File: config.mk
export PLATFORM = sky130hd
export DESIGN_NAME = sfu_engine
export DESIGN_NICKNAME = d
export VERILOG_FILES = /design/src/sfu_pkg.sv /design/src/sfu_engine.sv
export SDC_FILE = /design/constraint.sdc
export NUM_CORES = 1
export LEC_CHECK = 0
export BUFFER_PORTS_ARGS = -buffer_cell sky130_fd_sc_hd__buf_2
export CAP_MARGIN = 10
export CORE_MARGIN = 5
export CORE_UTILIZATION = 58
export DETAILED_ROUTE_END_ITERATION = 16
export HOLD_SLACK_MARGIN = 0.05
export PLACE_DENSITY = 0.81
export SYNTH_ARGS = -nofsm -noshare
export SYNTH_HDL_FRONTEND = slang
export SYNTH_SLANG_ARGS = --single-unit
File: constraint.sdc
create_clock -name clk -period 5.1 [get_ports clk]
set_input_delay 0.765 -clock clk [delete_from_list [all_inputs] [get_ports clk]]
set_output_delay 0.765 -clock clk [all_outputs]
set_load 0.02 [all_outputs]
File: src/sfu_pkg.sv
// Constants and carrier types of the command engine.
// Assumes one clock domain.
package sfu_pkg;

	localparam logic [7:0]  SFU_HDR_LO      = 8'he4;
	localparam logic [7:0]  SFU_HDR_HI      = 8'h1b;
	localparam logic [7:0]  SFU_FTR_LO      = 8'h1b;
	localparam logic [7:0]  SFU_FTR_HI      = 8'he4;
	localparam logic [7:0]  SFU_ACK         = 8'h2d;
	localparam logic [7:0]  SFU_NAK         = 8'ha5;
	localparam logic [7:0]  SFU_BAUD_LOWER  = 8'h61;
	localparam logic [7:0]  SFU_BAUD_UPPER  = 8'h41;

	localparam logic [15:0] SFU_CMD_UPDATE  = 16'h0100;
	localparam logic [15:0] SFU_CMD_ERASE   = 16'h0300;
	localparam logic [15:0] SFU_CMD_VERIFY  = 16'h0500;
	localparam logic [15:0] SFU_CMD_UNLK1   = 16'h000a;
	localparam logic [15:0] SFU_CMD_UNLK2   = 16'h000b;
	localparam logic [15:0] SFU_CMD_RUN     = 16'h000e;
	localparam logic [15:0] SFU_CMD_RESET   = 16'h000f;
	localparam logic [15:0] SFU_CMD_RUN2    = 16'h0004;
	localparam logic [15:0] SFU_CMD_RESET2  = 16'h0007;

	localparam logic [15:0] SFU_RES_OK      = 16'h1000;
	localparam logic [15:0] SFU_RES_ERASE   = 16'h2000;
	localparam logic [15:0] SFU_RES_VERIFY  = 16'h3000;
	localparam logic [15:0] SFU_RES_PROGRAM = 16'h4000;
	localparam logic [15:0] SFU_RES_CMD     = 16'h5000;
	localparam logic [15:0] SFU_RES_UNLOCK  = 16'h6000;
	localparam logic [31:0] SFU_NO_ERR_ADDR = 32'h12345678;

	localparam logic [15:0] SFU_STAT_LEN    = 16'h0006;
	localparam logic [4:0]  SFU_STAT_LAST   = 5'h0f;
	localparam logic [15:0] SFU_BUF_BYTES   = 16'h0010;
	localparam int          SFU_SECTORS     = 32;

	// Receive framing phases.
	localparam logic [3:0]  SFU_PH_HDR0 = 4'h0;
	localparam logic [3:0]  SFU_PH_HDR1 = 4'h1;
	localparam logic [3:0]  SFU_PH_LEN0 = 4'h2;
	localparam logic [3:0]  SFU_PH_LEN1 = 4'h3;
	localparam logic [3:0]  SFU_PH_CMD0 = 4'h4;
	localparam logic [3:0]  SFU_PH_CMD1 = 4'h5;
	localparam logic [3:0]  SFU_PH_DATA = 4'h6;
	localparam logic [3:0]  SFU_PH_CK0  = 4'h7;
	localparam logic [3:0]  SFU_PH_CK1  = 4'h8;
	localparam logic [3:0]  SFU_PH_FT0  = 4'h9;
	localparam logic [3:0]  SFU_PH_FT1  = 4'ha;

	typedef enum logic [3:0] {
		SFU_S_SETUP  = 4'b0000,
		SFU_S_BAUD   = 4'b0001,
		SFU_S_RXPKT  = 4'b0010,
		SFU_S_ACK    = 4'b0011,
		SFU_S_EXEC   = 4'b0100,
		SFU_S_IMG    = 4'b0101,
		SFU_S_CSUM   = 4'b0110,
		SFU_S_FLASH  = 4'b0111,
		SFU_S_UNLK   = 4'b1000,
		SFU_S_STAT   = 4'b1001,
		SFU_S_SACK   = 4'b1010,
		SFU_S_CORE2  = 4'b1011,
		SFU_S_OFF    = 4'b1100
	} sfu_state_type;

	typedef enum logic [2:0] {
		SFU_OP_NONE   = 3'b000,
		SFU_OP_ERMASK = 3'b001,
		SFU_OP_ERSECT = 3'b010,
		SFU_OP_PROG   = 3'b011,
		SFU_OP_CHECK  = 3'b100,
		SFU_OP_CMP    = 3'b101
	} sfu_op_type;

	typedef struct packed {
		logic        pll;
		logic        serial_port_a;
		logic        pump_claim;
	} sfu_setup_type;

	typedef struct packed {
		logic        valid;
		sfu_op_type  op;
		logic [31:0] addr;
		logic [31:0] mask;
		logic [4:0]  sector;
	} sfu_flash_req_type;

	typedef struct packed {
		logic        done;
		logic        ok;
		logic [31:0] fail_addr;
	} sfu_flash_rsp_type;

	typedef struct packed {
		logic        blk_end;
		logic        img_end;
		logic [31:0] blk_addr;
		logic [4:0]  blk_sector;
		logic [31:0] entry;
	} sfu_img_type;

endpackage

File: src/sfu_engine.sv
// Device-side flash-update command engine.
// Assumes valid/ready byte ports, an image parser marking block ends
// and a flash agent doing one operation per request.
`timescale 1ns/1ps
`default_nettype none

// Operation
// [RULE_01] Request clock, serial port and pump set-up before any traffic.
// [RULE_02] Wait for 'a' or 'A' to lock baud rate, then enter loop.
// [RULE_03] Loop receiving, executing and reporting until run or reset command.
// [RULE_04] Every received packet gets exactly one ACK or NAK byte.
// [RULE_05] Every command except run and reset ends with a status packet.
// [RULE_06] Status data is 16-bit result then 32-bit address.
// [RULE_07] On failure the address is the location of the first failure.
// [RULE_08] Success outside firmware update reports address 0x12345678.
// [RULE_09] Frame: header 0x1BE4, length, command, data, checksum, footer 0xE41B.
// [RULE_10] Checksum sums command and data bytes only.
// [RULE_11] Words travel low byte first, then high byte.
// [RULE_12] ACK is 0x2D, NAK is 0xA5.
// [RULE_13] Image accepted bytewise; block checksum returned after each block.
// [RULE_14] Erase sector only if not yet erased, then program data and ECC.
// [RULE_15] After programming, read back and check data and ECC.
// [RULE_16] Code 0x0100 updates firmware; success address is image entry point.
// [RULE_17] Code 0x0300 erases sectors named by its 32-bit data.
// [RULE_18] Code 0x0500 compares image to flash without erasing or programming.
// [RULE_19] Codes 0x000A/0x000B load 128-bit key into zone one/two, report unlock.
// [RULE_20] Code 0x000E branches to its address, leaves loop, no status.
// [RULE_21] Code 0x000F leaves loop and lets the watchdog reset the device.
// [RULE_22] Dual-core codes 0x0004/0x0007 hand over to second core, then branch/reset.
// [RULE_23] Status packet uses host framing and carries the completed command code.
// [RULE_24] Result codes 0x1000 to 0x6000 as defined.
// [RULE_25] Erase data bit n selects sector n; set bit erases.
// [RULE_26] Bad header, footer or checksum is answered NAK and not executed.
module sfu_engine
	import sfu_pkg::*;
#(
	parameter bit DUAL_CORE = 1'b0
) (
	input  wire logic              clk,
	input  wire logic              sys_rst,
	output logic                   setup_req_o,
	output sfu_setup_type          setup_o,
	input  wire logic              setup_done_i,
	output logic                   baud_lock_o,
	input  wire logic              rx_valid_i,
	input  wire logic [7:0]        rx_data_i,
	output logic                   rx_ready_o,
	output logic                   tx_valid_o,
	output logic [7:0]             tx_data_o,
	input  wire logic              tx_ready_i,
	output logic                   img_valid_o,
	output logic [7:0]             img_data_o,
	input  wire sfu_img_type       img_i,
	output sfu_flash_req_type      flash_req_o,
	input  wire sfu_flash_rsp_type flash_rsp_i,
	output logic                   key_load_o,
	output logic                   key_zone_o,
	output logic [127:0]           key_o,
	input  wire logic              key_done_i,
	input  wire logic              zone_unlocked_i,
	output logic                   run_o,
	output logic [31:0]            run_addr_o,
	output logic                   reset_req_o,
	output logic                   pump_release_o,
	output logic                   core2_boot_o,
	output logic                   core2_handoff_o,
	input  wire logic              core2_signal_i
);

	typedef struct packed {
		sfu_state_type         st;
		logic [3:0]            ph;
		logic [15:0]           len;
		logic [15:0]           cnt;
		logic [15:0]           cmd;
		logic [15:0]           csum;
		logic [15:0]           rx_ck;
		logic                  bad;
		logic [127:0]          buf_data;
		logic [4:0]            tx_idx;
		logic [7:0]            tx_byte;
		logic                  tx_busy;
		logic                  pkt_ok;
		logic [15:0]           res;
		logic [31:0]           addr;
		logic [15:0]           blk_sum;
		logic [31:0]           blk_addr;
		logic [4:0]            blk_sector;
		logic                  img_fin;
		logic [1:0]            fphase;
		logic                  waiting;
		logic [SFU_SECTORS-1:0] erased;
		sfu_flash_req_type     freq;
		logic                  baud_lock;
		logic                  img_valid;
		logic [7:0]            img_data;
		logic                  key_load;
		logic                  key_zone;
		logic                  run;
		logic [31:0]           run_addr;
		logic                  reset_req;
		logic                  core2;
	} sfu_regs_type;

	sfu_regs_type s_q;
	sfu_regs_type s_d;
	logic         rx_take;
	logic         tx_take;

	// Status packet byte idx, words low byte first.
	function automatic logic [7:0] stat_byte(input logic [15:0] cmd, input logic [15:0] res,
			input logic [31:0] addr, input logic [4:0] idx);
		logic [15:0] ck;
		ck = 16'(cmd[7:0]) + 16'(cmd[15:8]) + 16'(res[7:0]) + 16'(res[15:8])
			+ 16'(addr[7:0]) + 16'(addr[15:8]) + 16'(addr[23:16]) + 16'(addr[31:24]); // [RULE_10]
		case (idx)
			5'd0: stat_byte = SFU_HDR_LO; // [RULE_09] [RULE_11]
			5'd1: stat_byte = SFU_HDR_HI;
			5'd2: stat_byte = SFU_STAT_LEN[7:0];
			5'd3: stat_byte = SFU_STAT_LEN[15:8];
			5'd4: stat_byte = cmd[7:0]; // [RULE_23]
			5'd5: stat_byte = cmd[15:8];
			5'd6: stat_byte = res[7:0]; // [RULE_06]
			5'd7: stat_byte = res[15:8];
			5'd8: stat_byte = addr[7:0];
			5'd9: stat_byte = addr[15:8];
			5'd10: stat_byte = addr[23:16];
			5'd11: stat_byte = addr[31:24];
			5'd12: stat_byte = ck[7:0];
			5'd13: stat_byte = ck[15:8];
			5'd14: stat_byte = SFU_FTR_LO;
			default: stat_byte = SFU_FTR_HI;
		endcase
	endfunction

	assign rx_take = rx_valid_i && rx_ready_o;
	assign tx_take = s_q.tx_busy && tx_ready_i;

	always_comb begin
		rx_ready_o = (s_q.st == SFU_S_BAUD) || (s_q.st == SFU_S_RXPKT) || (s_q.st == SFU_S_SACK)
			|| (s_q.st == SFU_S_IMG && !img_i.blk_end && !img_i.img_end);
	end

	////////////////////////////////////////////////////////////////////////////////
	always_comb begin
		s_d = s_q;
		s_d.img_valid = 1'b0;
		s_d.key_load = 1'b0;
		s_d.run = 1'b0;
		s_d.freq.valid = 1'b0;
		case (s_q.st)
			SFU_S_SETUP: begin
				if (setup_done_i) begin
					s_d.st = SFU_S_BAUD; // [RULE_01]
				end
			end
			SFU_S_BAUD: begin
				if (rx_take && (rx_data_i == SFU_BAUD_LOWER || rx_data_i == SFU_BAUD_UPPER)) begin
					s_d.baud_lock = 1'b1; // [RULE_02]
					s_d.st = SFU_S_RXPKT;
					s_d.ph = SFU_PH_HDR0;
				end
			end
			SFU_S_RXPKT: begin
				if (rx_take) begin
					s_d.ph = s_q.ph + 4'h1;
					case (s_q.ph)
						SFU_PH_HDR0: begin
							s_d.bad = (rx_data_i != SFU_HDR_LO); // [RULE_26]
							s_d.csum = 16'h0000;
							s_d.buf_data = '0;
						end
						SFU_PH_HDR1: s_d.bad = s_q.bad || (rx_data_i != SFU_HDR_HI);
						SFU_PH_LEN0: s_d.len[7:0] = rx_data_i;
						SFU_PH_LEN1: begin
							s_d.len[15:8] = rx_data_i;
							// Data longer than the key buffer is refused, not truncated.
							if ({rx_data_i, s_q.len[7:0]} > SFU_BUF_BYTES) begin
								s_d.bad = 1'b1;
							end
						end
						SFU_PH_CMD0: begin
							s_d.cmd[7:0] = rx_data_i;
							s_d.csum = s_q.csum + 16'(rx_data_i); // [RULE_10]
						end
						SFU_PH_CMD1: begin
							s_d.cmd[15:8] = rx_data_i;
							s_d.csum = s_q.csum + 16'(rx_data_i);
							s_d.cnt = 16'h0000;
							if (s_q.len == 16'h0000) begin
								s_d.ph = SFU_PH_CK0;
							end
						end
						SFU_PH_DATA: begin
							if (s_q.cnt < SFU_BUF_BYTES) begin
								s_d.buf_data[8*s_q.cnt[3:0] +: 8] = rx_data_i;
							end
							s_d.csum = s_q.csum + 16'(rx_data_i);
							s_d.cnt = s_q.cnt + 16'h0001;
							s_d.ph = (s_q.cnt + 16'h0001 == s_q.len) ? SFU_PH_CK0 : SFU_PH_DATA;
						end
						SFU_PH_CK0: s_d.rx_ck[7:0] = rx_data_i; // [RULE_11]
						SFU_PH_CK1: s_d.rx_ck[15:8] = rx_data_i;
						SFU_PH_FT0: s_d.bad = s_q.bad || (rx_data_i != SFU_FTR_LO);
						default: begin
							s_d.pkt_ok = !s_q.bad && (rx_data_i == SFU_FTR_HI) && (s_q.rx_ck == s_q.csum); // [RULE_26]
							s_d.tx_byte = s_d.pkt_ok ? SFU_ACK : SFU_NAK; // [RULE_04] [RULE_12]
							s_d.tx_busy = 1'b1;
							s_d.st = SFU_S_ACK;
							s_d.ph = SFU_PH_HDR0;
						end
					endcase
				end
			end
			SFU_S_ACK: begin
				if (tx_take) begin
					s_d.tx_busy = 1'b0;
					s_d.st = s_q.pkt_ok ? SFU_S_EXEC : SFU_S_RXPKT; // [RULE_26]
				end
			end
			SFU_S_EXEC: begin
				s_d.res = SFU_RES_OK; // [RULE_24]
				s_d.addr = SFU_NO_ERR_ADDR; // [RULE_08]
				s_d.fphase = 2'b00;
				s_d.waiting = 1'b0;
				s_d.blk_sum = 16'h0000;
				s_d.img_fin = 1'b0;
				case (s_q.cmd)
					SFU_CMD_UPDATE, SFU_CMD_VERIFY: s_d.st = SFU_S_IMG; // [RULE_16] [RULE_18]
					SFU_CMD_ERASE: s_d.st = SFU_S_FLASH; // [RULE_17]
					SFU_CMD_UNLK1, SFU_CMD_UNLK2: begin
						s_d.key_load = 1'b1; // [RULE_19]
						s_d.key_zone = (s_q.cmd == SFU_CMD_UNLK2);
						s_d.st = SFU_S_UNLK;
					end
					SFU_CMD_RUN: begin
						s_d.run = 1'b1; // [RULE_20]
						s_d.run_addr = s_q.buf_data[31:0];
						s_d.st = SFU_S_OFF; // [RULE_03]
					end
					SFU_CMD_RESET: begin
						s_d.reset_req = 1'b1; // [RULE_21]
						s_d.st = SFU_S_OFF;
					end
					SFU_CMD_RUN2, SFU_CMD_RESET2: begin
						if (DUAL_CORE) begin
							s_d.core2 = 1'b1; // [RULE_22]
							s_d.st = SFU_S_CORE2;
						end else begin
							s_d.res = SFU_RES_CMD;
							s_d.st = SFU_S_STAT;
						end
					end
					default: begin
						s_d.res = SFU_RES_CMD; // [RULE_24]
						s_d.st = SFU_S_STAT;
					end
				endcase
				if (s_d.st == SFU_S_STAT) begin
					s_d.tx_idx = 5'd0;
					s_d.tx_byte = SFU_HDR_LO;
					s_d.tx_busy = 1'b1;
				end
			end
			SFU_S_IMG: begin
				if (img_i.blk_end || img_i.img_end) begin
					// A block end goes first; an image end with it is remembered.
					s_d.img_fin = img_i.img_end;
					if (img_i.img_end && s_q.cmd == SFU_CMD_UPDATE) begin
						s_d.addr = img_i.entry; // [RULE_16]
					end
					if (img_i.blk_end) begin
						s_d.blk_addr = img_i.blk_addr;
						s_d.blk_sector = img_i.blk_sector;
						s_d.tx_byte = s_q.blk_sum[7:0]; // [RULE_13] [RULE_11]
						s_d.tx_idx = 5'd0;
						s_d.tx_busy = 1'b1;
						s_d.st = SFU_S_CSUM;
					end else begin
						s_d.tx_idx = 5'd0;
						s_d.tx_byte = SFU_HDR_LO;
						s_d.tx_busy = 1'b1;
						s_d.st = SFU_S_STAT; // [RULE_05]
					end
				end else if (rx_take) begin
					s_d.img_valid = 1'b1; // [RULE_13]
					s_d.img_data = rx_data_i;
					s_d.blk_sum = s_q.blk_sum + 16'(rx_data_i);
				end
			end
			SFU_S_CSUM: begin
				if (tx_take) begin
					s_d.tx_idx = s_q.tx_idx + 5'd1;
					s_d.tx_byte = s_q.blk_sum[15:8];
					if (s_q.tx_idx == 5'd1) begin
						s_d.tx_busy = 1'b0;
						s_d.blk_sum = 16'h0000;
						s_d.fphase = 2'b00;
						s_d.waiting = 1'b0;
						s_d.st = SFU_S_FLASH;
					end
				end
			end
			SFU_S_FLASH: begin
				if (!s_q.waiting) begin
					s_d.waiting = 1'b1;
					s_d.freq.valid = 1'b1;
					s_d.freq.addr = s_q.blk_addr;
					s_d.freq.sector = s_q.blk_sector;
					s_d.freq.mask = s_q.buf_data[31:0]; // [RULE_25]
					if (s_q.cmd == SFU_CMD_ERASE) begin
						s_d.freq.op = SFU_OP_ERMASK; // [RULE_17]
					end else if (s_q.cmd == SFU_CMD_VERIFY) begin
						s_d.freq.op = SFU_OP_CMP; // [RULE_18]
					end else if (s_q.fphase == 2'b00) begin
						if (s_q.erased[s_q.blk_sector]) begin
							s_d.freq.valid = 1'b0; // [RULE_14]
							s_d.waiting = 1'b0;
							s_d.fphase = 2'b01;
						end
						s_d.freq.op = SFU_OP_ERSECT;
					end else if (s_q.fphase == 2'b01) begin
						s_d.freq.op = SFU_OP_PROG; // [RULE_14]
					end else begin
						s_d.freq.op = SFU_OP_CHECK; // [RULE_15]
					end
				end else if (flash_rsp_i.done) begin
					s_d.waiting = 1'b0;
					if (!flash_rsp_i.ok) begin
						s_d.addr = flash_rsp_i.fail_addr; // [RULE_07]
						case (s_q.freq.op)
							SFU_OP_ERMASK, SFU_OP_ERSECT: s_d.res = SFU_RES_ERASE;
							SFU_OP_PROG: s_d.res = SFU_RES_PROGRAM;
							default: s_d.res = SFU_RES_VERIFY;
						endcase
						s_d.st = SFU_S_STAT;
					end else begin
						if (s_q.freq.op == SFU_OP_ERMASK) begin
							s_d.erased = s_q.erased | s_q.freq.mask; // [RULE_25]
						end
						if (s_q.freq.op == SFU_OP_ERSECT) begin
							s_d.erased[s_q.blk_sector] = 1'b1;
						end
						s_d.fphase = s_q.fphase + 2'b01;
						if (s_q.freq.op == SFU_OP_ERMASK) begin
							s_d.st = SFU_S_STAT;
						end else if (s_q.freq.op == SFU_OP_CMP || s_q.freq.op == SFU_OP_CHECK) begin
							s_d.st = s_q.img_fin ? SFU_S_STAT : SFU_S_IMG;
						end
					end
					// A failure stops the image, so its address is the first one.
					if (s_d.st == SFU_S_STAT) begin
						s_d.tx_idx = 5'd0;
						s_d.tx_byte = SFU_HDR_LO;
						s_d.tx_busy = 1'b1;
					end
				end
			end
			SFU_S_UNLK: begin
				if (key_done_i) begin
					s_d.res = zone_unlocked_i ? SFU_RES_OK : SFU_RES_UNLOCK; // [RULE_19]
					s_d.tx_idx = 5'd0;
					s_d.tx_byte = SFU_HDR_LO;
					s_d.tx_busy = 1'b1;
					s_d.st = SFU_S_STAT;
				end
			end
			SFU_S_STAT: begin
				if (tx_take) begin
					s_d.tx_idx = s_q.tx_idx + 5'd1;
					s_d.tx_byte = stat_byte(s_q.cmd, s_q.res, s_q.addr, s_q.tx_idx + 5'd1); // [RULE_05]
					if (s_q.tx_idx == SFU_STAT_LAST) begin
						s_d.tx_busy = 1'b0;
						s_d.st = SFU_S_SACK;
					end
				end
			end
			SFU_S_SACK: begin
				// A host NAK on the status packet resends it.
				if (rx_take) begin
					if (rx_data_i == SFU_NAK) begin
						s_d.tx_idx = 5'd0;
						s_d.tx_byte = SFU_HDR_LO;
						s_d.tx_busy = 1'b1;
						s_d.st = SFU_S_STAT; // [RULE_04]
					end else begin
						s_d.st = SFU_S_RXPKT; // [RULE_03]
					end
				end
			end
			SFU_S_CORE2: begin
				if (core2_signal_i) begin
					if (s_q.cmd == SFU_CMD_RUN2) begin
						s_d.run = 1'b1; // [RULE_22]
						s_d.run_addr = s_q.buf_data[31:0];
					end else begin
						s_d.reset_req = 1'b1;
					end
					s_d.st = SFU_S_OFF;
				end
			end
			SFU_S_OFF: s_d.st = SFU_S_OFF;
			default: s_d.st = SFU_S_SETUP;
		endcase
	end

	////////////////////////////////////////////////////////////////////////////////
	always_ff @(posedge clk) begin
		if (sys_rst) begin
			s_q <= '0;
		end else begin
			s_q <= s_d;
		end
	end

	////////////////////////////////////////////////////////////////////////////////
	assign setup_req_o            = (s_q.st == SFU_S_SETUP); // [RULE_01]
	assign setup_o.pll            = 1'b1;
	assign setup_o.serial_port_a  = 1'b1;
	assign setup_o.pump_claim     = !s_q.core2;
	assign baud_lock_o            = s_q.baud_lock;
	assign tx_valid_o             = s_q.tx_busy;
	assign tx_data_o              = s_q.tx_byte;
	assign img_valid_o            = s_q.img_valid;
	assign img_data_o             = s_q.img_data;
	assign flash_req_o            = s_q.freq;
	assign key_load_o             = s_q.key_load;
	assign key_zone_o             = s_q.key_zone;
	assign key_o                  = s_q.buf_data;
	assign run_o                  = s_q.run;
	assign run_addr_o             = s_q.run_addr;
	assign reset_req_o            = s_q.reset_req;
	assign pump_release_o         = s_q.core2;
	assign core2_boot_o           = s_q.core2;
	assign core2_handoff_o        = s_q.core2;

endmodule

`default_nettype wire

==> results of run 1 <==
==> Yosys cell counts (19+ instances only) <==
cell      instances
buf_4           260
xnor2_1          59
a211oi_1         27
nand2_1         417
a221oi_1         26
clkbuf_1        164
a21oi_1         309
nor3_1           48
nor2_1          306
fa_1             37
and2_1           42
ha_1             43
nor2b_1          22
nand4_1          29
nor4_1           25
nand3_1          88
mux2i_1         135
dfxtp_1         475
a22oi_1          26
a22o_1           42
and3_1           32
nand2b_1         19
o21ai_0          69
inv_1            98
==> worst max path at each step <==
stage	startpoint	to	slack, ns	cells after the start
CTS	s_q[214]$_SDFFE_PP0P_	tx_data_o[2]$_SDFFE_PP0P_	0.65	16
global placement	s_q[214]$_SDFFE_PP0P_	tx_data_o[2]$_SDFFE_PP0P_	0.72	16
floorplan	s_q[214]$_SDFFE_PP0P_	tx_data_o[2]$_SDFFE_PP0P_	0.90	16
detailed placement	s_q[214]$_SDFFE_PP0P_	tx_data_o[2]$_SDFFE_PP0P_	0.64	16
global route	s_q[214]$_SDFFE_PP0P_	tx_data_o[2]$_SDFFE_PP0P_	0.41	16
finish	s_q[230]$_SDFFE_PP0P_	tx_data_o[2]$_SDFFE_PP0P_	0.65	16
==> critical path, cell delays in order (launching register included) <==
cell and delay (ns):
dfxtp_1 0.38, inv_1 0.09, fa_1 0.50, inv_1 0.06, fa_1 0.53, inv_1 0.05, fa_1 0.49, fa_1 0.51
inv_1 0.04, ha_1 0.34, o21ai_0 0.18, nor2_1 0.09, o31a_1 0.27, o21ai_0 0.15, a21oi_1 0.13, a211o_1 0.24
a221o_1 0.31
==> sequential cells by signal (all words and copies together) (netlist names) <==
| register | cells |
|---|---|
| reset_req_o | 1 |
| s_q | 219 |
| tx_valid_o | 1 |
| tx_data_o | 8 |
| key_load_o | 1 |
| key_o | 128 |
| img_valid_o | 1 |
| img_data_o | 8 |
| run_o | 1 |
| key_zone_o | 1 |
| run_addr_o | 32 |
| baud_lock_o | 1 |
| flash_req_o | 73 |
==> kinds of logic (layout without fill, tap and decap cells) <==
family / after synthesis / in the layout / share of synthesized area [%]
AO/OA/AOI/OAI: 627 / 627 / 15.9
XOR/XNOR: 74 / 74 / 2.61
adder cells (fa/ha/maj): 80 / 80 / 5.09
buffers and inverters: 545 / 604 / 12.2
flip-flops: 475 / 475 / 37.9
multiplexers: 144 / 144 / 6.14
other: 2 / 8 / 0.0299
AND/OR/NAND/NOR: 1105 / 1105 / 20.2
==> where the power goes <==
part / total (W) / leakage [nW] / internal, W / switching (W)
clock network: 0.00386 / 0.854 / 0.00233 / 0.00153
logic: 0.000820 / 6.97 / 0.000263 / 0.000557
registers: 0.00382 / 3.82 / 0.00374 / 0.0000824
total: 0.00850 / 11.6 / 0.00633 / 0.00217
==> through the flow <==
stage	hold slack, ns	total power [W]	util [%]	instance area (µm²)
6_report	0.414	0.00850	63.4	27200
5_1_grt	0.403	0.00877	63.4	27200
4_1_cts	0.385	0.00853	63.4	27200
3_5_place_dp	0.442	0.00470	59.3	25500
3_3_place_gp	0.435	0.00469	59.3	25500
2_1_floorplan	0.426	0.00442	-	25100
==> layer usage <==
layer	vias to the layer above	global-route usage, %
li1	10300	-
met3	227	6.22
met4	0	13.3
met5	-	0
met2	1254	51.8
met1	10800	41.3
==> area by class of cell <==
class / instances / area [µm²] / share of cell area (%)
well taps: 585 / 732 / 2.69
flip-flops and latches: 475 / 9510 / 34.9
diodes: 2 / 5.00 / 0.0184
clock buffers: 63 / 1390 / 5.10
clock inverters: 23 / 355 / 1.30
multi-input cells: 2036 / 12600 / 46.4
inverters: 100 / 375 / 1.38
repair buffers: 418 / 2230 / 8.17
==> run_summary.xml, run 1 <==
<?xml version="1.0" encoding="UTF-8"?>
<metrics>
  <group name="hold_path">
    <metric name="worst_hold_path.num_cells" unit="">3</metric>
    <metric name="worst_hold_path_type" unit="">in2reg</metric>
    <metric name="hold_start" unit="">img_i[64]</metric>
    <metric name="min_to" unit="">s_q[188]$_SDFFE_PP0P_</metric>
  </group>
  <group name="yosys">
    <metric name="postSynthRegisterBits" unit="">475</metric>
    <metric name="synth_top_cells_by_area" unit="">dfxtp_1 (38%), buf_4 (7.8%), nand2_1 (6.2%)</metric>
    <metric name="synth-edff-count" unit="">0</metric>
    <metric name="synthArstFlopShare" unit="%">0</metric>
    <metric name="yosysUniqueCellTypes" unit="">93</metric>
    <metric name="synth_cells" unit="">3052</metric>
    <metric name="yosys.area.top_type" unit="">dfxtp_1</metric>
    <metric name="synthesis.area_per_instance" unit="µm²">8.23</metric>
    <metric name="synth_sequential_area_ratio" unit="%">37.9</metric>
    <metric name="synth_top_area_share" unit="%">37.9</metric>
    <metric name="synthesis.area" unit="µm²">25100</metric>
    <metric name="ys.warnings.count" unit="">0</metric>
    <metric name="ys.flop_type" unit="">dfxtp_1</metric>
  </group>
  <group name="cts">
    <metric name="worstSkewPairLatency" unit="ns">0.60</metric>
    <metric name="holdBufCountCts" unit="">0</metric>
    <metric name="numCtsBuffers" unit="">49</metric>
    <metric name="ctsRootBufferMaster" unit="">clkbuf_16</metric>
    <metric name="worst_setup_hold_path_clk_slew" unit="ns">0.06</metric>
    <metric name="cts_tree" unit="">done</metric>
    <metric name="post_cts.repair.setup_buffers" unit="">0</metric>
    <metric name="clock_sinks" unit="">475</metric>
    <metric name="cts_max_level" unit="">2</metric>
    <metric name="cts_resized" unit="">0</metric>
    <metric name="cts-root-to-sink-buffers" unit="">3</metric>
  </group>
  <group name="worst_setup_path">
    <metric name="r2r_end" unit="">tx_data_o[2]$_SDFFE_PP0P_</metric>
    <metric name="critical_path_peak_fanout" unit="">4</metric>
    <metric name="critical_path.startpoint_type" unit="">flip-flop</metric>
    <metric name="worst-r2r-cell-count" unit="">16</metric>
    <metric name="cp_data_arrival_time" unit="ns">4.93</metric>
    <metric name="origin_of_the_critical_flop_to_flop_path" unit="">s_q[230]$_SDFFE_PP0P_</metric>
    <metric name="endpoint_kind" unit="">flip-flop</metric>
    <metric name="internal_reg_to_reg_setup_slack" unit="ns">0.65</metric>
    <metric name="required_time_at_the_endpoint_of_the_critical_path" unit="ns">5.58</metric>
    <metric name="setup.worst_path.class" unit="">reg2reg</metric>
  </group>
  <group name="floorplanning">
    <metric name="ioPinCount" unit="">385</metric>
    <metric name="die_w" unit="µm">218</metric>
    <metric name="design.core.area" unit="µm²">43000</metric>
    <metric name="chipHeight" unit="µm">218</metric>
    <metric name="fp-row-count" unit="">76</metric>
    <metric name="start_util" unit="%">58.4</metric>
    <metric name="die_area" unit="µm²">47600</metric>
  </group>
  <group name="power_and_ir_drop">
    <metric name="leakage_power" unit="nW">11.6</metric>
    <metric name="cellPowerDensity" unit="nW/µm²">312</metric>
    <metric name="ir_worst_vdd" unit="mV">0.231</metric>
  </group>
  <group name="detailed_routing">
    <metric name="route.met2.wl" unit="µm">36800</metric>
    <metric name="detailroute.via_count" unit="">22600</metric>
    <metric name="route.met3.wl" unit="µm">7510</metric>
    <metric name="routed_wire_length_per_instance" unit="µm">21.4</metric>
    <metric name="wl" unit="µm">79100</metric>
    <metric name="top_routing_layer_used" unit="">met4</metric>
    <metric name="routed_via_density" unit="">6.10</metric>
    <metric name="detail-route-antenna-nets" unit="">0</metric>
    <metric name="detailedRoute.firstPassIterationCount" unit="">8</metric>
    <metric name="drtIter0Drc" unit="">2788</metric>
    <metric name="drc" unit="">0</metric>
    <metric name="m1WireLength" unit="µm">31300</metric>
  </group>
  <group name="job">
    <metric name="cap_viol_max_count" unit="">0</metric>
  </group>
  <group name="global_routing">
    <metric name="first_global_vias" unit="">21400</metric>
    <metric name="maximum_number_of_pins_on_one_net_before_global_route_repair" unit="">137</metric>
    <metric name="global_route.overflow_total" unit="">0</metric>
    <metric name="grt_first_pass_wirelength" unit="µm">122000</metric>
    <metric name="globalRouteTotalUtil" unit="%">31.7</metric>
    <metric name="antenna_found_initial" unit="">2</metric>
  </group>
  <group name="timing">
    <metric name="slew_viol_final" unit="">0</metric>
    <metric name="timing_hold_violations_final" unit="">0</metric>
    <metric name="final.setup_skew" unit="ns">0.0297</metric>
    <metric name="timing.final.setup_violations" unit="">0</metric>
    <metric name="final.period_utilization" unit="%">87.2</metric>
    <metric name="setup-tns-final" unit="ns">0</metric>
    <metric name="slew_headroom" unit="%">15.3</metric>
    <metric name="max_slew.worst_pin.slew" unit="ns">1.27</metric>
    <metric name="rsz0062_at_grt" unit="">false</metric>
    <metric name="achievable-frequency" unit="GHz">0.225</metric>
    <metric name="final.setup.worst_slack" unit="ns">0.654</metric>
    <metric name="fin_crit" unit="ns">4.45</metric>
  </group>
  <group name="place">
    <metric name="numPortBuffers" unit="">378</metric>
    <metric name="dp_slack" unit="ns">0.639</metric>
    <metric name="gpl_wtd_cong" unit="">0.956</metric>
    <metric name="dp_hpwl" unit="µm">56900</metric>
    <metric name="numPlacedInstances" unit="">3614</metric>
  </group>
  <group name="layout">
    <metric name="mostFrequentLayoutCells" unit="">dfxtp_1 (475), nand2_1 (417), buf_2 (377)</metric>
    <metric name="num-nets-final" unit="">3281</metric>
    <metric name="nFillCells" unit="">3605</metric>
    <metric name="most_frequent_standard_cell_in_the_layout_excluding_fill_and_tap_cells" unit="">dfxtp_1</metric>
    <metric name="area.growth.synth_to_final" unit="%">8.43</metric>
    <metric name="fin_cells" unit="">3702</metric>
    <metric name="layout-drive-gt1-share" unit="%">17.4</metric>
  </group>
  <group name="outcome">
    <metric name="status" unit="">complete, no violations</metric>
  </group>
</metrics>
Power figures use the tool's default switching activity.
==> run 2, diff against run 1 <==
- CORE_UTILIZATION: 58 -> 52
- PLACE_DENSITY: 0.81 -> 0.77
- RECOVER_POWER: unset -> 100
- clock period: 5.1 -> 3.9 ns (I/O delays scaled with it)
==> run 2 against run 1 <==
The run now ends with capacitance limit, slew limit, setup timing left. Combinational power up 33%. Critical path depth shrank 2. Worst hold slack worse by 0.19 ns. Clock skew down 0.0072 ns. Sequential power increased by 30%. Count of clock-buffer cells in the layout increased by 10. Wire length down 1.7%. Register-to-register slack lost 0.99 ns. Critical path type unchanged. Critical endpoint unchanged.
==> run_summary.xml, run 2 (synthesized netlist as in run 1, its figures left out) <==
<?xml version="1.0" encoding="UTF-8"?>
<metrics>
  <group name="floorplanning">
    <metric name="chipHeight" unit="µm">230</metric>
    <metric name="start_util" unit="%">52.6</metric>
    <metric name="die_area" unit="µm²">52800</metric>
    <metric name="die_w" unit="µm">230</metric>
    <metric name="ioPinCount" unit="">385</metric>
    <metric name="fp-row-count" unit="">80</metric>
    <metric name="design.core.area" unit="µm²">47700</metric>
  </group>
  <group name="detailed_routing">
    <metric name="routed_via_density" unit="">5.88</metric>
    <metric name="detail-route-antenna-nets" unit="">0</metric>
    <metric name="routed_wire_length_per_instance" unit="µm">20.4</metric>
    <metric name="detailroute.via_count" unit="">22500</metric>
    <metric name="drtIter0Drc" unit="">2719</metric>
    <metric name="detailedRoute.firstPassIterationCount" unit="">6</metric>
    <metric name="wl" unit="µm">77700</metric>
    <metric name="drc" unit="">0</metric>
  </group>
  <group name="power_and_ir_drop">
    <metric name="leakage_power" unit="nW">10.8</metric>
    <metric name="cellPowerDensity" unit="nW/µm²">404</metric>
    <metric name="p_total" unit="W">0.0111</metric>
    <metric name="ir_worst_vdd" unit="mV">0.328</metric>
  </group>
  <group name="worst_setup_path">
    <metric name="critical_path_peak_fanout" unit="">3</metric>
    <metric name="crit_path_cell_trace" unit="">inv_2, fa_1, inv_1, fa_1, fa_1, fa_1, ha_1, a211oi_2, nor2_2, o31a_1, o21ai_1, a21oi_1, a211o_1, a221o_1</metric>
    <metric name="endpoint_kind" unit="">flip-flop</metric>
    <metric name="setup.worst_path.class" unit="">reg2reg</metric>
    <metric name="critical-path-slowest-cell" unit="">fa_1</metric>
    <metric name="crit_path_frequent_cell" unit="">fa_1</metric>
    <metric name="crit_path_max_incr_delay" unit="ns">0.56</metric>
    <metric name="critical_path.startpoint_type" unit="">flip-flop</metric>
    <metric name="required_time_at_the_endpoint_of_the_critical_path" unit="ns">4.37</metric>
    <metric name="cp_data_arrival_time" unit="ns">4.71</metric>
  </group>
  <group name="layout">
    <metric name="largest_register_ffs" unit="">219</metric>
    <metric name="registers.top_by_ff_count" unit="">s_q</metric>
    <metric name="nFillCells" unit="">4485</metric>
    <metric name="num-nets-final" unit="">3356</metric>
    <metric name="area.growth.synth_to_final" unit="%">9.09</metric>
    <metric name="layout-drive-gt1-share" unit="%">11.0</metric>
    <metric name="most_frequent_standard_cell_in_the_layout_excluding_fill_and_tap_cells" unit="">dfxtp_1</metric>
    <metric name="layout.cell_area.non_filler" unit="µm²">27400</metric>
    <metric name="post_layout_utilization_of_the_core" unit="%">57.4</metric>
    <metric name="mostFrequentLayoutCells" unit="">dfxtp_1 (472), nand2_1 (418), a21oi_1 (308)</metric>
  </group>
  <group name="cts">
    <metric name="cts-root-to-sink-buffers" unit="">3</metric>
    <metric name="ctsRootBufferMaster" unit="">clkbuf_16</metric>
    <metric name="post_cts.repair.setup_buffers" unit="">0</metric>
    <metric name="cts_max_level" unit="">2</metric>
    <metric name="clock_sinks" unit="">475</metric>
    <metric name="numCtsBuffers" unit="">50</metric>
    <metric name="worst_setup_hold_path_clk_slew" unit="ns">0.06</metric>
    <metric name="cts_tree" unit="">done</metric>
    <metric name="worstSkewPairLatency" unit="ns">0.61</metric>
  </group>
  <group name="timing">
    <metric name="final.setup_skew" unit="ns">0.0225</metric>
    <metric name="timing_hold_violations_final" unit="">0</metric>
    <metric name="max_slew.worst_pin.slew" unit="ns">1.52</metric>
    <metric name="slew_viol_final" unit="">40</metric>
    <metric name="final.setup.worst_slack" unit="ns">-0.335</metric>
    <metric name="rsz0062_at_grt" unit="">true</metric>
    <metric name="final.period_utilization" unit="%">109</metric>
    <metric name="slew_headroom" unit="%">-1.09</metric>
    <metric name="fin_crit" unit="ns">4.24</metric>
    <metric name="setup-tns-final" unit="ns">-2.72</metric>
    <metric name="timing.final.setup_violations" unit="">66</metric>
    <metric name="achievable-frequency" unit="GHz">0.236</metric>
  </group>
  <group name="global_routing">
    <metric name="grt_first_pass_wirelength" unit="µm">118000</metric>
    <metric name="first_global_vias" unit="">20600</metric>
    <metric name="global_route.overflow_total" unit="">0</metric>
    <metric name="antenna_found_initial" unit="">9</metric>
    <metric name="maximum_number_of_pins_on_one_net_before_global_route_repair" unit="">127</metric>
    <metric name="globalRouteTotalUtil" unit="%">27.5</metric>
  </group>
  <group name="place">
    <metric name="dp_slack" unit="ns">-0.292</metric>
    <metric name="gpl_wtd_cong" unit="">0.997</metric>
    <metric name="dp_hpwl" unit="µm">55800</metric>
    <metric name="detailed_place.area" unit="µm²">26100</metric>
    <metric name="numPortBuffers" unit="">378</metric>
  </group>
  <group name="outcome">
    <metric name="status" unit="">complete, but fails checks</metric>
    <metric name="violations" unit="">capacitance limit, slew limit, setup timing</metric>
  </group>
  <group name="hold_path">
    <metric name="worst_hold_path_type" unit="">in2reg</metric>
  </group>
  <group name="job">
    <metric name="cap_viol_max_count" unit="">1</metric>
  </group>
</metrics>
run 2: cell count changes in the layout (fill, tap and decap cells not counted), sizes merged:
cell / previous run / this run
clkbuf: 64 / 347
clkinvlp: 3 / 1
diode: 2 / 9
buf: 417 / 218
bufinv: 8 / 6
run 2: stage by stage:
step | hold WS (ns) | std cells
finish | 0.224 | 3819
global route | 0.214 | 3819
CTS | 0.197 | 3810
detailed placement | 0.442 | 3718
global placement | 0.437 | 3718
floorplan | 0.426 | 3056
run 2: worst paths after layout:
path / start / end / slack [ns] / cells past startpoint
setup / recovery: s_q[437]$_SDFFE_PP0P_ / tx_data_o[2]$_SDFFE_PP0P_ / -0.34 / 14
hold / removal: img_i[64] / s_q[188]$_SDFFE_PP0P_ / 0.22 / 3
setup reg to reg: s_q[437]$_SDFFE_PP0P_ / tx_data_o[2]$_SDFFE_PP0P_ / -0.34 / 14
hold reg to reg: s_q[168]$_SDFFE_PP0P_ / flash_req_o[44]$_SDFFE_PP0P_ / 0.45 / 2
run 2: power breakdown:
| group | switching, W | total, W | leakage, nW | internal (W) |
|---|---|---|---|---|
| Combinational | 0.000742 | 0.00109 | 6.14 | 0.000348 |
| Sequential | 0.0000690 | 0.00496 | 3.83 | 0.00489 |
| Clock | 0.00206 | 0.00501 | 0.841 | 0.00295 |
| Total | 0.00287 | 0.0111 | 10.8 | 0.00819 |
run 2: metal layers:
layer / vias to the layer above / part of all wire (%) / global-route usage, %
li1: 10500 / - / -
met1: 10700 / 42 / 37.5
met2: 1120 / 45 / 43.1
met3: 206 / 9.3 / 5.72
met4: 0 / 4.0 / 10.5
met5: - / 0 / 0
run 2: worst max-delay path: cells and delay by family (launching register included):
family          cells  cell delay (ns)
fa+ha+maj           5             2.33
compound gates      6             1.27
flops               1             0.34
buf+inv             2             0.12
simple gates        1             0.08
run 2: area by class of cell:
class / count / area (µm²) / area share, %
Tap cell: 615 / 769 / 2.81
Sequential cell: 475 / 9510 / 34.7
Timing Repair Buffer: 492 / 2390 / 8.74
Clock buffer: 73 / 1430 / 5.21
Inverter: 100 / 375 / 1.37
Antenna cell: 9 / 22.5 / 0.0822
Multi-Input combinational cell: 2036 / 12600 / 46.0
Clock inverter: 19 / 292 / 1.06
run 2: repair_timing:
action | CTS | global route
resized for setup | 10 | 6
endpoints found under the setup margin | 6 | 6
hold buffers | 0 | 0
endpoints found under the hold margin | 0 | 0
pin swaps | 8 | 2
